`config.mk`:
```
export PLATFORM = sky130hd
export DESIGN_NAME = wlr_top
export DESIGN_NICKNAME = d
export VERILOG_FILES = /design/src/rtl/wlr_pkg.sv /design/src/rtl/wlr_strobe_edge.sv /design/src/rtl/wlr_convert.sv /design/src/rtl/wlr_top.sv
export SDC_FILE = /design/constraint.sdc
export NUM_CORES = 1
export LEC_CHECK = 0
export BUFFER_PORTS_ARGS = -buffer_cell sky130_fd_sc_hd__buf_2
export CORE_MARGIN = 1
export CORE_UTILIZATION = 35
export DETAILED_ROUTE_END_ITERATION = 16
export MAX_ROUTING_LAYER = met4
export SKIP_LAST_GASP = 1
export SYNTH_ARGS = -nofsm -noshare
export SYNTH_HDL_FRONTEND = slang
export SYNTH_SLANG_ARGS = --single-unit
```
`constraint.sdc`:
```
create_clock -name aclk -period 14 [get_ports aclk]
set_input_delay 2.8 -clock aclk [delete_from_list [all_inputs] [get_ports aclk]]
set_output_delay 2.8 -clock aclk [all_outputs]
set_load 0.02 [all_outputs]
```
`src/rtl/wlr_pkg.sv`:
```
`default_nettype none
package wlr_pkg;
    localparam int DATA_W = 16;
    localparam int IN_W   = 32;
    localparam int AXI_AW = 4;
    localparam int MODE_W = 3;
    localparam int KIND_W = 2;

    ////////////////////////////////////////////////////////////////////////
    // register map, byte addresses
    localparam logic [AXI_AW-1:0] OFS_CTRL   = 4'h0;
    localparam logic [AXI_AW-1:0] OFS_INIT   = 4'h4;
    localparam logic [AXI_AW-1:0] OFS_CMD    = 4'h8;
    localparam logic [AXI_AW-1:0] OFS_STATUS = 4'hc;

    // field positions
    localparam int CTRL_MODE_LSB     = 0;
    localparam int CTRL_PERSIST_BIT  = 3;
    localparam int CTRL_LOADINIT_BIT = 4;
    localparam int CTRL_USED_W       = 5;
    localparam int CMD_LOAD_BIT      = 0;
    localparam int STAT_RESTORED_BIT = 16;
    localparam int STAT_RUN_BIT      = 17;
    localparam int FRAC_BITS         = 16;

    // reset values
    localparam logic [DATA_W-1:0]      INIT_DEFAULT = 16'h0000;
    localparam logic [CTRL_USED_W-1:0] CTRL_RESET   = 5'h00;

    localparam logic [1:0] RESP_OKAY   = 2'h0;
    localparam logic [1:0] RESP_SLVERR = 2'h2;

    ////////////////////////////////////////////////////////////////////////
    typedef enum logic [MODE_W-1:0] {
        MODE_HIGH = 3'h0,
        MODE_LOW  = 3'h1,
        MODE_RISE = 3'h2,
        MODE_FALL = 3'h3,
        MODE_BOTH = 3'h4
    } wlr_mode_t;

    typedef enum logic [KIND_W-1:0] {
        KIND_WORD   = 2'h0,
        KIND_BINARY = 2'h1,
        KIND_LONG   = 2'h2,
        KIND_ANALOG = 2'h3
    } wlr_kind_t;

    typedef enum logic [1:0] {
        ST_BOOT = 2'h1,
        ST_RUN  = 2'h2
    } wlr_state_t;
endpackage
`default_nettype wire

```
`src/rtl/wlr_strobe_edge.sv`:
```
`default_nettype none
module wlr_strobe_edge (
    input  wire logic aclk,
    input  wire logic aresetn,
    input  wire logic strobe,
    output logic      rise,
    output logic      fall,
    output logic      prev
);
    import wlr_pkg::*;

    logic prev_reg;

    always_ff @(posedge aclk) begin
        if (!aresetn) begin
            prev_reg <= 1'b0;
        end else begin
            prev_reg <= strobe;
        end
    end

    // edges against last cycle's sample
    assign rise = strobe & ~prev_reg;
    assign fall = ~strobe & prev_reg;
    assign prev = prev_reg;
endmodule
`default_nettype wire

```
`src/rtl/wlr_convert.sv`:
```
`default_nettype none
module wlr_convert (
    input  wire logic [wlr_pkg::IN_W-1:0]   data_in,
    input  wire logic [wlr_pkg::KIND_W-1:0] data_kind,
    output logic      [wlr_pkg::DATA_W-1:0] word_out
);
    import wlr_pkg::*;

    localparam logic [IN_W-1:0]   IN_ONE   = 32'h0000_0001;
    localparam logic [DATA_W-1:0] WORD_ONE = 16'h0001;

    logic              neg;
    logic [IN_W-1:0]   mag;
    logic [DATA_W-1:0] int_mag;
    logic [DATA_W-1:0] ana_word;
    logic [DATA_W-1:0] bin_word;

    // analog is signed fixed point; magnitude first so truncation goes toward zero
    assign neg      = data_in[IN_W-1];
    assign mag      = neg ? (~data_in + IN_ONE) : data_in;
    assign int_mag  = mag[FRAC_BITS +: DATA_W];
    assign ana_word = neg ? (~int_mag + WORD_ONE) : int_mag;
    assign bin_word = {{(DATA_W-1){1'b0}}, |data_in};
    assign word_out = (data_kind == KIND_BINARY) ? bin_word :
                      (data_kind == KIND_ANALOG) ? ana_word :
                      data_in[DATA_W-1:0];
endmodule
`default_nettype wire

```
`src/rtl/wlr_top.sv`:
```
// Overview of operation
// - The stored value is a 16-bit signed integer.
// - The held word output always shows the stored register value.
// - In level-high mode the input is copied every cycle the strobe is one.
// - In level-low mode the input is copied every cycle the strobe is zero.
// - A strobe marked as not connected counts as a constant zero.
// - In rising-edge mode the input is copied only when the strobe goes from zero to one.
// - In falling-edge mode the input is copied only when the strobe goes from one to zero.
// - In both-edges mode the input is copied whenever the strobe changes level.
// - A configurable initial value is loaded into storage at startup.
// - With persistence on, the last saved value is kept outside and restored at power-up.
// - Binary inputs become 0 or 1, fractions truncate toward zero, wide integers keep low 16 bits.
`default_nettype none
module wlr_top (
    input  wire logic                         aclk,
    input  wire logic                         aresetn,
    input  wire logic [wlr_pkg::AXI_AW-1:0]   s_axi_awaddr,
    input  wire logic [2:0]                   s_axi_awprot,
    input  wire logic                         s_axi_awvalid,
    output logic                              s_axi_awready,
    input  wire logic [31:0]                  s_axi_wdata,
    input  wire logic [3:0]                   s_axi_wstrb,
    input  wire logic                         s_axi_wvalid,
    output logic                              s_axi_wready,
    output logic [1:0]                        s_axi_bresp,
    output logic                              s_axi_bvalid,
    input  wire logic                         s_axi_bready,
    input  wire logic [wlr_pkg::AXI_AW-1:0]   s_axi_araddr,
    input  wire logic [2:0]                   s_axi_arprot,
    input  wire logic                         s_axi_arvalid,
    output logic                              s_axi_arready,
    output logic [31:0]                       s_axi_rdata,
    output logic [1:0]                        s_axi_rresp,
    output logic                              s_axi_rvalid,
    input  wire logic                         s_axi_rready,
    input  wire logic [wlr_pkg::IN_W-1:0]     data_in,
    input  wire logic [wlr_pkg::KIND_W-1:0]   data_kind,
    input  wire logic                         capture_strobe,
    input  wire logic                         strobe_connected,
    input  wire logic [wlr_pkg::DATA_W-1:0]   nv_word_in,
    input  wire logic                         nv_valid_in,
    output logic      [wlr_pkg::DATA_W-1:0]   held_word_out,
    output logic                              nv_save_strobe,
    output logic      [wlr_pkg::DATA_W-1:0]   nv_save_word
);
    import wlr_pkg::*;

    ////////////////////////////////////////////////////////////////////////
    // byte-lane merge, used by both writable registers
    function automatic logic [31:0] lane_merge(input logic [31:0] old,
                                               input logic [31:0] val,
                                               input logic [3:0]  strb);
        logic [31:0] res;
        res = old;
        for (int i = 0; i < 4; i++) begin
            if (strb[i]) begin
                res[i*8 +: 8] = val[i*8 +: 8];
            end
        end
        return res;
    endfunction

    ////////////////////////////////////////////////////////////////////////
    logic [AXI_AW-1:0]      aw_addr_reg;
    logic                   aw_full_reg;
    logic [31:0]            w_data_reg;
    logic [3:0]             w_strb_reg;
    logic                   w_full_reg;
    logic                   awready_reg;
    logic                   wready_reg;
    logic                   bvalid_reg;
    logic [1:0]             bresp_reg;
    logic                   arready_reg;
    logic                   rvalid_reg;
    logic [31:0]            rdata_reg;
    logic [1:0]             rresp_reg;
    logic [CTRL_USED_W-1:0] ctrl_reg;
    logic [DATA_W-1:0]      init_reg;
    logic [DATA_W-1:0]      storage_reg;
    logic [DATA_W-1:0]      storage_next;
    logic                   restored_reg;
    logic                   restored_next;
    logic                   save_strobe_reg;
    logic [DATA_W-1:0]      save_word_reg;
    wlr_state_t             state_reg;
    wlr_state_t             state_next;

    ////////////////////////////////////////////////////////////////////////
    // axi4-lite write side: address and data land independently
    logic              aw_take;
    logic              w_take;
    logic              do_write;
    logic              aw_full_next;
    logic              w_full_next;
    logic              bvalid_next;
    logic              wr_ctrl;
    logic              wr_init;
    logic              wr_cmd;
    logic              wr_hit;
    logic [31:0]       ctrl_merged;
    logic [31:0]       init_merged;

    assign aw_take      = s_axi_awvalid & awready_reg;
    assign w_take       = s_axi_wvalid & wready_reg;
    assign do_write     = aw_full_reg & w_full_reg & ~bvalid_reg;
    assign aw_full_next = do_write ? 1'b0 : (aw_full_reg | aw_take);
    assign w_full_next  = do_write ? 1'b0 : (w_full_reg | w_take);
    assign bvalid_next  = do_write | (bvalid_reg & ~s_axi_bready);
    assign wr_ctrl      = do_write & (aw_addr_reg == OFS_CTRL);
    assign wr_init      = do_write & (aw_addr_reg == OFS_INIT);
    assign wr_cmd       = do_write & (aw_addr_reg == OFS_CMD);
    assign wr_hit       = wr_ctrl | wr_init | wr_cmd;
    assign ctrl_merged  = lane_merge({{(32-CTRL_USED_W){1'b0}}, ctrl_reg}, w_data_reg, w_strb_reg);
    assign init_merged  = lane_merge({{(32-DATA_W){1'b0}}, init_reg}, w_data_reg, w_strb_reg);

    always_ff @(posedge aclk) begin
        if (!aresetn) begin
            aw_addr_reg <= '0;
            aw_full_reg <= 1'b0;
            w_data_reg  <= '0;
            w_strb_reg  <= '0;
            w_full_reg  <= 1'b0;
            awready_reg <= 1'b0;
            wready_reg  <= 1'b0;
            bvalid_reg  <= 1'b0;
            bresp_reg   <= RESP_OKAY;
        end else begin
            if (aw_take) begin
                aw_addr_reg <= s_axi_awaddr;
            end
            if (w_take) begin
                w_data_reg <= s_axi_wdata;
                w_strb_reg <= s_axi_wstrb;
            end
            aw_full_reg <= aw_full_next;
            w_full_reg  <= w_full_next;
            awready_reg <= ~aw_full_next & ~bvalid_next;
            wready_reg  <= ~w_full_next & ~bvalid_next;
            bvalid_reg  <= bvalid_next;
            if (do_write) begin
                bresp_reg <= wr_hit ? RESP_OKAY : RESP_SLVERR;
            end
        end
    end

    ////////////////////////////////////////////////////////////////////////
    // axi4-lite read side: one cycle from address to data
    logic        ar_take;
    logic        rvalid_next;
    logic        rd_hit;
    logic [31:0] rd_mux;
    logic [31:0] status_word;

    assign ar_take     = s_axi_arvalid & arready_reg;
    assign rvalid_next = ar_take | (rvalid_reg & ~s_axi_rready);
    assign status_word = {14'h0000, (state_reg == ST_RUN), restored_reg, storage_reg};
    assign rd_hit      = (s_axi_araddr == OFS_CTRL) | (s_axi_araddr == OFS_INIT) |
                         (s_axi_araddr == OFS_CMD) | (s_axi_araddr == OFS_STATUS);
    assign rd_mux      = (s_axi_araddr == OFS_CTRL)   ? {{(32-CTRL_USED_W){1'b0}}, ctrl_reg} :
                         (s_axi_araddr == OFS_INIT)   ? {{(32-DATA_W){1'b0}}, init_reg} :
                         (s_axi_araddr == OFS_STATUS) ? status_word :
                         32'h0000_0000;

    always_ff @(posedge aclk) begin
        if (!aresetn) begin
            arready_reg <= 1'b0;
            rvalid_reg  <= 1'b0;
            rdata_reg   <= '0;
            rresp_reg   <= RESP_OKAY;
        end else begin
            arready_reg <= ~rvalid_next;
            rvalid_reg  <= rvalid_next;
            if (ar_take) begin
                rdata_reg <= rd_mux;
                rresp_reg <= rd_hit ? RESP_OKAY : RESP_SLVERR;
            end
        end
    end

    ////////////////////////////////////////////////////////////////////////
    // configuration registers
    always_ff @(posedge aclk) begin
        if (!aresetn) begin
            ctrl_reg <= CTRL_RESET;
            init_reg <= INIT_DEFAULT;
        end else begin
            if (wr_ctrl) begin
                ctrl_reg <= ctrl_merged[CTRL_USED_W-1:0];
            end
            if (wr_init) begin
                init_reg <= init_merged[DATA_W-1:0];
            end
        end
    end

    ////////////////////////////////////////////////////////////////////////
    // strobe conditioning and capture decision
    logic              strobe_eff;
    logic              edge_rise;
    logic              edge_fall;
    logic              strobe_prev;
    logic [DATA_W-1:0] conv_word;
    logic              running;
    logic              capture_fire;
    logic              persist_on;
    logic              new_persist;
    logic              boot_exit;
    logic              proj_load;
    wlr_mode_t         mode;

    // a floating strobe would be x in silicon, so the neighbour marks it instead
    assign strobe_eff = capture_strobe & strobe_connected;

    wlr_strobe_edge u_edge (
        .aclk    (aclk),
        .aresetn (aresetn),
        .strobe  (strobe_eff),
        .rise    (edge_rise),
        .fall    (edge_fall),
        .prev    (strobe_prev)
    );

    wlr_convert u_conv (
        .data_in   (data_in),
        .data_kind (data_kind),
        .word_out  (conv_word)
    );

    assign mode         = wlr_mode_t'(ctrl_reg[CTRL_MODE_LSB +: MODE_W]);
    assign running      = (state_reg == ST_RUN);
    assign persist_on   = ctrl_reg[CTRL_PERSIST_BIT];
    assign new_persist  = ctrl_merged[CTRL_PERSIST_BIT];
    assign boot_exit    = (state_reg == ST_BOOT) & wr_ctrl;
    assign proj_load    = running & wr_cmd & w_strb_reg[0] & w_data_reg[CMD_LOAD_BIT];
    // unused mode codes capture nothing rather than guess
    assign capture_fire = running & (
                          ((mode == MODE_HIGH) & strobe_eff) |
                          ((mode == MODE_LOW) & ~strobe_eff) |
                          ((mode == MODE_RISE) & edge_rise) |
                          ((mode == MODE_FALL) & edge_fall) |
                          ((mode == MODE_BOTH) & (edge_rise | edge_fall)));

    ////////////////////////////////////////////////////////////////////////
    // state machine: captures wait until software has configured the block
    always_comb begin
        state_next = state_reg;
        case (state_reg)
            ST_BOOT: begin
                if (wr_ctrl) begin
                    state_next = ST_RUN;
                end
            end
            ST_RUN: begin
                state_next = ST_RUN;
            end
            default: begin
                state_next = ST_BOOT;
            end
        endcase
    end

    // priority: power-up restore, then project load, then capture
    always_comb begin
        storage_next  = storage_reg;
        restored_next = restored_reg;
        if (boot_exit) begin
            if (new_persist & nv_valid_in) begin
                storage_next  = nv_word_in;
                restored_next = 1'b1;
            end else begin
                storage_next = init_reg;
            end
        end else if (proj_load) begin
            if (persist_on & ~ctrl_reg[CTRL_LOADINIT_BIT] & nv_valid_in) begin
                storage_next  = nv_word_in;
                restored_next = 1'b1;
            end else begin
                storage_next  = init_reg;
                restored_next = 1'b0;
            end
        end else if (capture_fire) begin
            storage_next = conv_word;
        end
    end

    always_ff @(posedge aclk) begin
        if (!aresetn) begin
            state_reg       <= ST_BOOT;
            storage_reg     <= INIT_DEFAULT;
            restored_reg    <= 1'b0;
            save_strobe_reg <= 1'b0;
            save_word_reg   <= INIT_DEFAULT;
        end else begin
            state_reg       <= state_next;
            storage_reg     <= storage_next;
            restored_reg    <= restored_next;
            // save only on change to spare the outside memory's endurance
            save_strobe_reg <= (persist_on | new_persist & wr_ctrl) & (storage_next != storage_reg);
            save_word_reg   <= storage_next;
        end
    end

    ////////////////////////////////////////////////////////////////////////
    assign s_axi_awready  = awready_reg;
    assign s_axi_wready   = wready_reg;
    assign s_axi_bvalid   = bvalid_reg;
    assign s_axi_bresp    = bresp_reg;
    assign s_axi_arready  = arready_reg;
    assign s_axi_rvalid   = rvalid_reg;
    assign s_axi_rdata    = rdata_reg;
    assign s_axi_rresp    = rresp_reg;
    assign held_word_out  = storage_reg;
    assign nv_save_strobe = save_strobe_reg;
    assign nv_save_word   = save_word_reg;
endmodule
`default_nettype wire

```
# After elaboration in Yosys (flattened, before gate mapping)

Cells that the tools add are included.

Word-level logic and storage cells: 129
Bits in writable memories: 0
Memories kept: 0
Register bits: 107
Output and inout bits: 74
Latch bits: 0
ROM bits: 0

Divide/modulo/power cells: 0
Mux-type cells: 23
Eq/ne operators: 16
$add $sub $neg: 2
Bitwise logic cells: 57
Magnitude comparators: 0
Reductions and logical operators: 9
Shifts and indexed selects: 0
$mul: 0

Operators by type and width:

| operator                | count |
|---|---|
| $mux W16                | 8 |
| $mux W18                | 3 |
| $add A32 B1 Y32 const B | 1 |
| $mux W32                | 1 |
| $not A32 Y32            | 1 |
| $reduce_or A32 Y1       | 1 |
| $and A1 B1 Y1           | 30 |
| $add A16 B1 Y16 const B | 1 |
| $ne A16 B16 Y1          | 1 |
| $not A16 Y16            | 1 |
| $or A1 B1 Y1            | 15 |
| $eq A4 B4 Y1 const B    | 3 |
| $not A1 Y1              | 10 |
| $eq A4 B3 Y1 const B    | 2 |
| $logic_not A4 Y1        | 2 |
| $reduce_and A2 Y1       | 4 |
| $eq A3 B2 Y1 const B    | 2 |
| $mux W1                 | 6 |
| $mux W2                 | 3 |
| $eq A2 B1 Y1 const B    | 2 |
| $eq A2 B2 Y1 const B    | 2 |
| $mux W4                 | 1 |
| $pmux W2 S2             | 1 |
| $eq A3 B1 Y1 const B    | 1 |
| other kinds (5)         | 5 |

# Depth between registers and ports, before layout

Depth after elaboration: 13
Mapped depth: 20

# By module

A second synthesis with hierarchy kept.

Cell total of the unflattened synthesis: 779
Area, all modules: 6256.0 um^2

By module, submodules not included:

| module          | area an instance (um^2) | sequential area each (um^2) | instances | cells each |
|---|---|---|---|---|
| wlr_top         | 5348.9                  | 1801.7                      | 1         | 645 |
| wlr_convert     | 868.3                   | 0.0                         | 1         | 130 |
| wlr_strobe_edge | 38.8                    | 20.0                        | 1         | 4 |

# Least setup slack after synthesis

OpenSTA, ideal clock, no wires.

Kind: in2reg
Start point: in data_in[13] (netlist bit)
End point: reg save_strobe_reg, in the netlist nv_save_strobe
Arrival: 6472 ps
Data required time: 13871 ps
Slack: 7399 ps
Library setup time: 129 ps
Stages on the path: 20
Path through: nor4_2 > and3_1 > buf_2 > buf_2 > nand2_1 > o21ai_0 > xor2_1 > ha_1 > clkbuf_1 > nor4b_1 > nand3_1 > mux2i_1 > o2bb2ai_2 > or3_1 > or3b_4 > a21oi_2 > o31ai_1 > a31o_1 > nor4_2 > a31oi_1

Word-level cells in the longest chain between the ends: 13
Elaborated cells between the ends (all ways): 14
Classes of those cells: 2 x add/sub; 1 x eq/ne; 7 x mux; 3 x bitwise; 1 x reduce/logical

RTL lines:

| what                 | RTL line          | source |
|---|---|---|
| start, declared      | wlr_top.sv:36     | `input wire logic [wlr_pkg::IN_W-1:0] data_in,` |
| $not A32 Y32         | wlr_convert.sv:20 | `assign mag = neg ? (~data_in + IN_ONE) : data_in;` |
| $add A32 B1 Y32      | wlr_convert.sv:20 |  |
| $mux W32             | wlr_convert.sv:20 |  |
| $not A16 Y16         | wlr_convert.sv:22 | `assign ana_word = neg ? (~int_mag + WORD_ONE) : int_mag;` |
| $add A16 B1 Y16      | wlr_convert.sv:22 |  |
| $mux W16             | wlr_convert.sv:22 |  |
| $mux W16             | wlr_convert.sv:25 | `(data_kind == KIND_ANALOG) ? ana_word :` |
| $mux W16 *           | wlr_convert.sv:24 | `assign word_out = (data_kind == KIND_BINARY) ? bin_word :` |
| $mux W16 *           | wlr_top.sv:281    | `end else if (capture_fire) begin` |
| $mux W16 *           | wlr_top.sv:273    | `end else if (proj_load) begin` |
| $mux W16 *           | wlr_top.sv:266    | `if (boot_exit) begin` |
| $ne A16 B16 Y1 *     | wlr_top.sv:298    | `save_strobe_reg <= (persist_on \| new_persist & wr_ctrl) & (storage_next != storage_reg);` |
| $and A1 B1 Y1 *      | wlr_top.sv:298    |  |
| end signal, assigned | wlr_top.sv:298    |  |
| end, declared        | wlr_top.sv:83     | `logic save_strobe_reg;` |

Mark *: on every way between the ends. The rest lies on a longest branch, timed or not.
A chain may end at the register's enable or synchronous reset.

# Worst setup path after layout

Ends and elaborated chain as after synthesis.

==> impl_metrics.tcl <==
set metrics [dict create \
    outcome "finished, violations left" \
    violations "DRC" \
    synth-main-ff-cell "dfxtp_1" \
    clk_path_buf_depth 2 \
    holdPathStages 2 \
    fmax_mhz 144 \
    drt_iter0_drc 561 \
    yosys-top-cells-area "dfxtp_1 (28%), mux2i_1 (6.6%), nor2_1 (6.0%)" \
    cts_made_buffers 9 \
    worst_hold_slack_ps 455 \
    cts_setup_buffers 0 \
    routabilityCongestion 0.946 \
    cts_resized 0 \
    leakage_nw 2.97 \
    rsz0062_at_grt "no" \
    clk_pin_slew_worst_paths_ps 70 \
    viasPerCell 5.65 \
    min_period_over_period_pct 49.5 \
    grt_start_max_net_pins 65 \
    die_width_um 137 \
    drive_gt1_share_pct 20.7 \
    synthXorXnorAreaFrac_pct 1.62 \
    dp_hpwl_mm 15.9 \
    grt_pass1_vias 5850 \
    async_flop_share_pct 0 \
    startpoint_type "primary input" \
    critPathCaptureType "flip-flop" \
    netlist_instances 846 \
    final_hold_viol_count 0 \
    synth_common_cells "nor2_1 (102), dfxtp_1 (91), nand2_1 (89)" \
    period_needed_ps 6930 \
    coreArea_um2 18000 \
    rows 49 \
    synth.most_common_cell "nor2_1" \
    drv_cap 0 \
    tightest_slew_ps 1100 \
    yosys-mux-area-fraction_pct 7.68 \
    clkSinkCount 91 \
    die_area_um2 18800 \
    synth_top_family_by_area "simple AND/OR/NAND/NOR gates" \
    synth_cell_types 84 \
    drc 6 \
    final_area_um2 7290 \
    synth.top_cell.area_share_pct 28.4 \
    fillers 1905 \
    r2r-end "nv_save_strobe" \
    start_util_pct 35.7 \
    setup_slack_ps 7070 \
    finalWirelength_mm 21.2 \
    skew_ps 5.99 \
    htree_levels 3 \
    min_from "aw_addr_reg[1]" \
    yosys.area_share.simple_pct 28.0 \
    cp_data_arrival_time_ps 7160 \
    nets 1044 \
    wl_per_cell_um 18.2 \
    die_h_um 137 \
    cts_tree "built" \
    dpl-instance-area_um2 7010 \
    p_per_area_nw_per_um2 89.9 \
    synth.cell_area_um2 6400 \
    synth-seq-area-share_pct 28.4 \
    ys_ff_latch 91 \
    area_delta_synth_final_pct 13.8 \
    pre_cts_ws_ps 6710 \
    yosys.area_share.adder_pct 0.977 \
    r2r_slack_ps 10290 \
    worstRegToRegCells 13 \
    io_buffers 143 \
    cts.hold.buffers_added 0 \
    track_usage_pct 23.3 \
    maxSlewHeadroom_pct 26.5 \
    ir_drop_mv 0.0717 \
    synth_compound_area_share_pct 24.2 \
    root_buffer "clkbuf_16" \
    synth_top_area_cell "dfxtp_1" \
    worstPathMaxFanout 16 \
    tns_ps 0 \
    syn_avg_cell_area_um2 7.57 \
    synth_edf_count 0 \
    slew_violations 0 \
    hold_path_class "flip-flop to flip-flop" \
    final-setup-viol-count 0 \
    antenna_found_initial 1 \
    min_to "aw_addr_reg[1]" \
    insertion_delay_ps 350 \
    r2r-start "state_reg[0]" \
    largest_reg_flops 18 \
    crit_required_ps 14230 \
    path_class "primary input to flip-flop" \
    gr-total-overflow 0 \
    io_pins 184 \
    ant_nets 0 \
    num_vias 6576 \
    dr.pass1.iters 11 \
    yosysWarnings 0 \
    grt_pass1_wl_mm 32.8 \
]
[worst max-delay path, stage by stage]
cell       delay [ps]
buf_2             110
nor4_2            330
and3_1            660
nand2_1           140
o21ai_0           210
xor2_1            170
ha_1              370
nor4b_1           280
nand3_1           110
mux2i_1           190
o2bb2ai_2         180
or3_1             450
or3b_4            400
a21oi_2           140
o31ai_1           100
a31o_1            290
nor4_2            120
a31oi_1           100
[metal layers]
metal  GRT usage [%]  vias up  wire [um]  share of wire (%)
met5               -        -          0                  0
met4            5.98        0        363                1.7
met3            3.75       30       1450                6.8
met2            34.6      274       9400                 44
met1            32.6     3037       9960                 47
li1                -     3235          -                  -
[cell usage in the layout, fill, tap and decap left out, types with 8 or more instances in the layout]
master     instances
mux2i_1           42
inv_1             24
a31oi_1            9
buf_2            143
clkbuf_16          9
o21ai_0           27
nor4_1             9
conb_1            16
and3_1            13
o221ai_1           8
nand2_1           89
nand4_1           16
nor2_1           102
nand3_1           35
a21oi_1           58
nor3_1            24
o22ai_1           13
dfxtp_1           91
a22oi_1           18
a211oi_1          12
xor2_1             9
[logic make-up after synthesis]
kind of cell             after synthesis
AND/OR/NAND/NOR                      353
AO/OA/AOI/OAI                        222
buffers and inverters                115
flip-flops                            91
multiplexers                          48
XOR/XNOR                              11
adder cells (fa/ha/maj)                5
other                                  1
[per-stage QoR]
step | instances | utilization [%] | power (mW)
global placement | 1147 | 39.0 | 0.425
global route | 1164 | 40.6 | 0.687
CTS | 1163 | 40.6 | 0.659
finish | 1164 | 40.6 | 0.656
floorplan | 861 | - | 0.385
detailed placement | 1147 | 39.0 | 0.426
[how the worst max path moves through the flow]
stage                start          endpoint  slack, ps  cells after the start
2_1_floorplan  data_in[13]    nv_save_strobe       7400                     20
3_3_place_gp   data_in[13]    nv_save_strobe       6790                     17
3_5_place_dp   data_in[13]    nv_save_strobe       6710                     18
4_1_cts        data_in[13]    nv_save_strobe       7070                     18
5_1_grt        data_in[13]  nv_save_word[14]       6580                     18
6_report       data_in[13]    nv_save_strobe       7070                     18
[cell type report]
type                       instances  area [um^2]  share of cell area, %
tap                              229          287                   3.93
timing repair buffer             146          738                   10.1
sequential                        91         1820                   25.0
antenna                            1         2.50                 0.0343
multi-input combinational        655         4060                   55.7
clock buffer                      13          260                   3.57
inverter                          26         97.6                   1.34
clock inverter                     3         22.5                  0.309
[report_power, final]
group	total (mW)	switching (mW)	internal (mW)
logic	0.138	0.0880	0.0502
registers	0.284	0.0138	0.270
clock network	0.234	0.103	0.130
total	0.656	0.205	0.451
(Power assumes the default switching activity.)
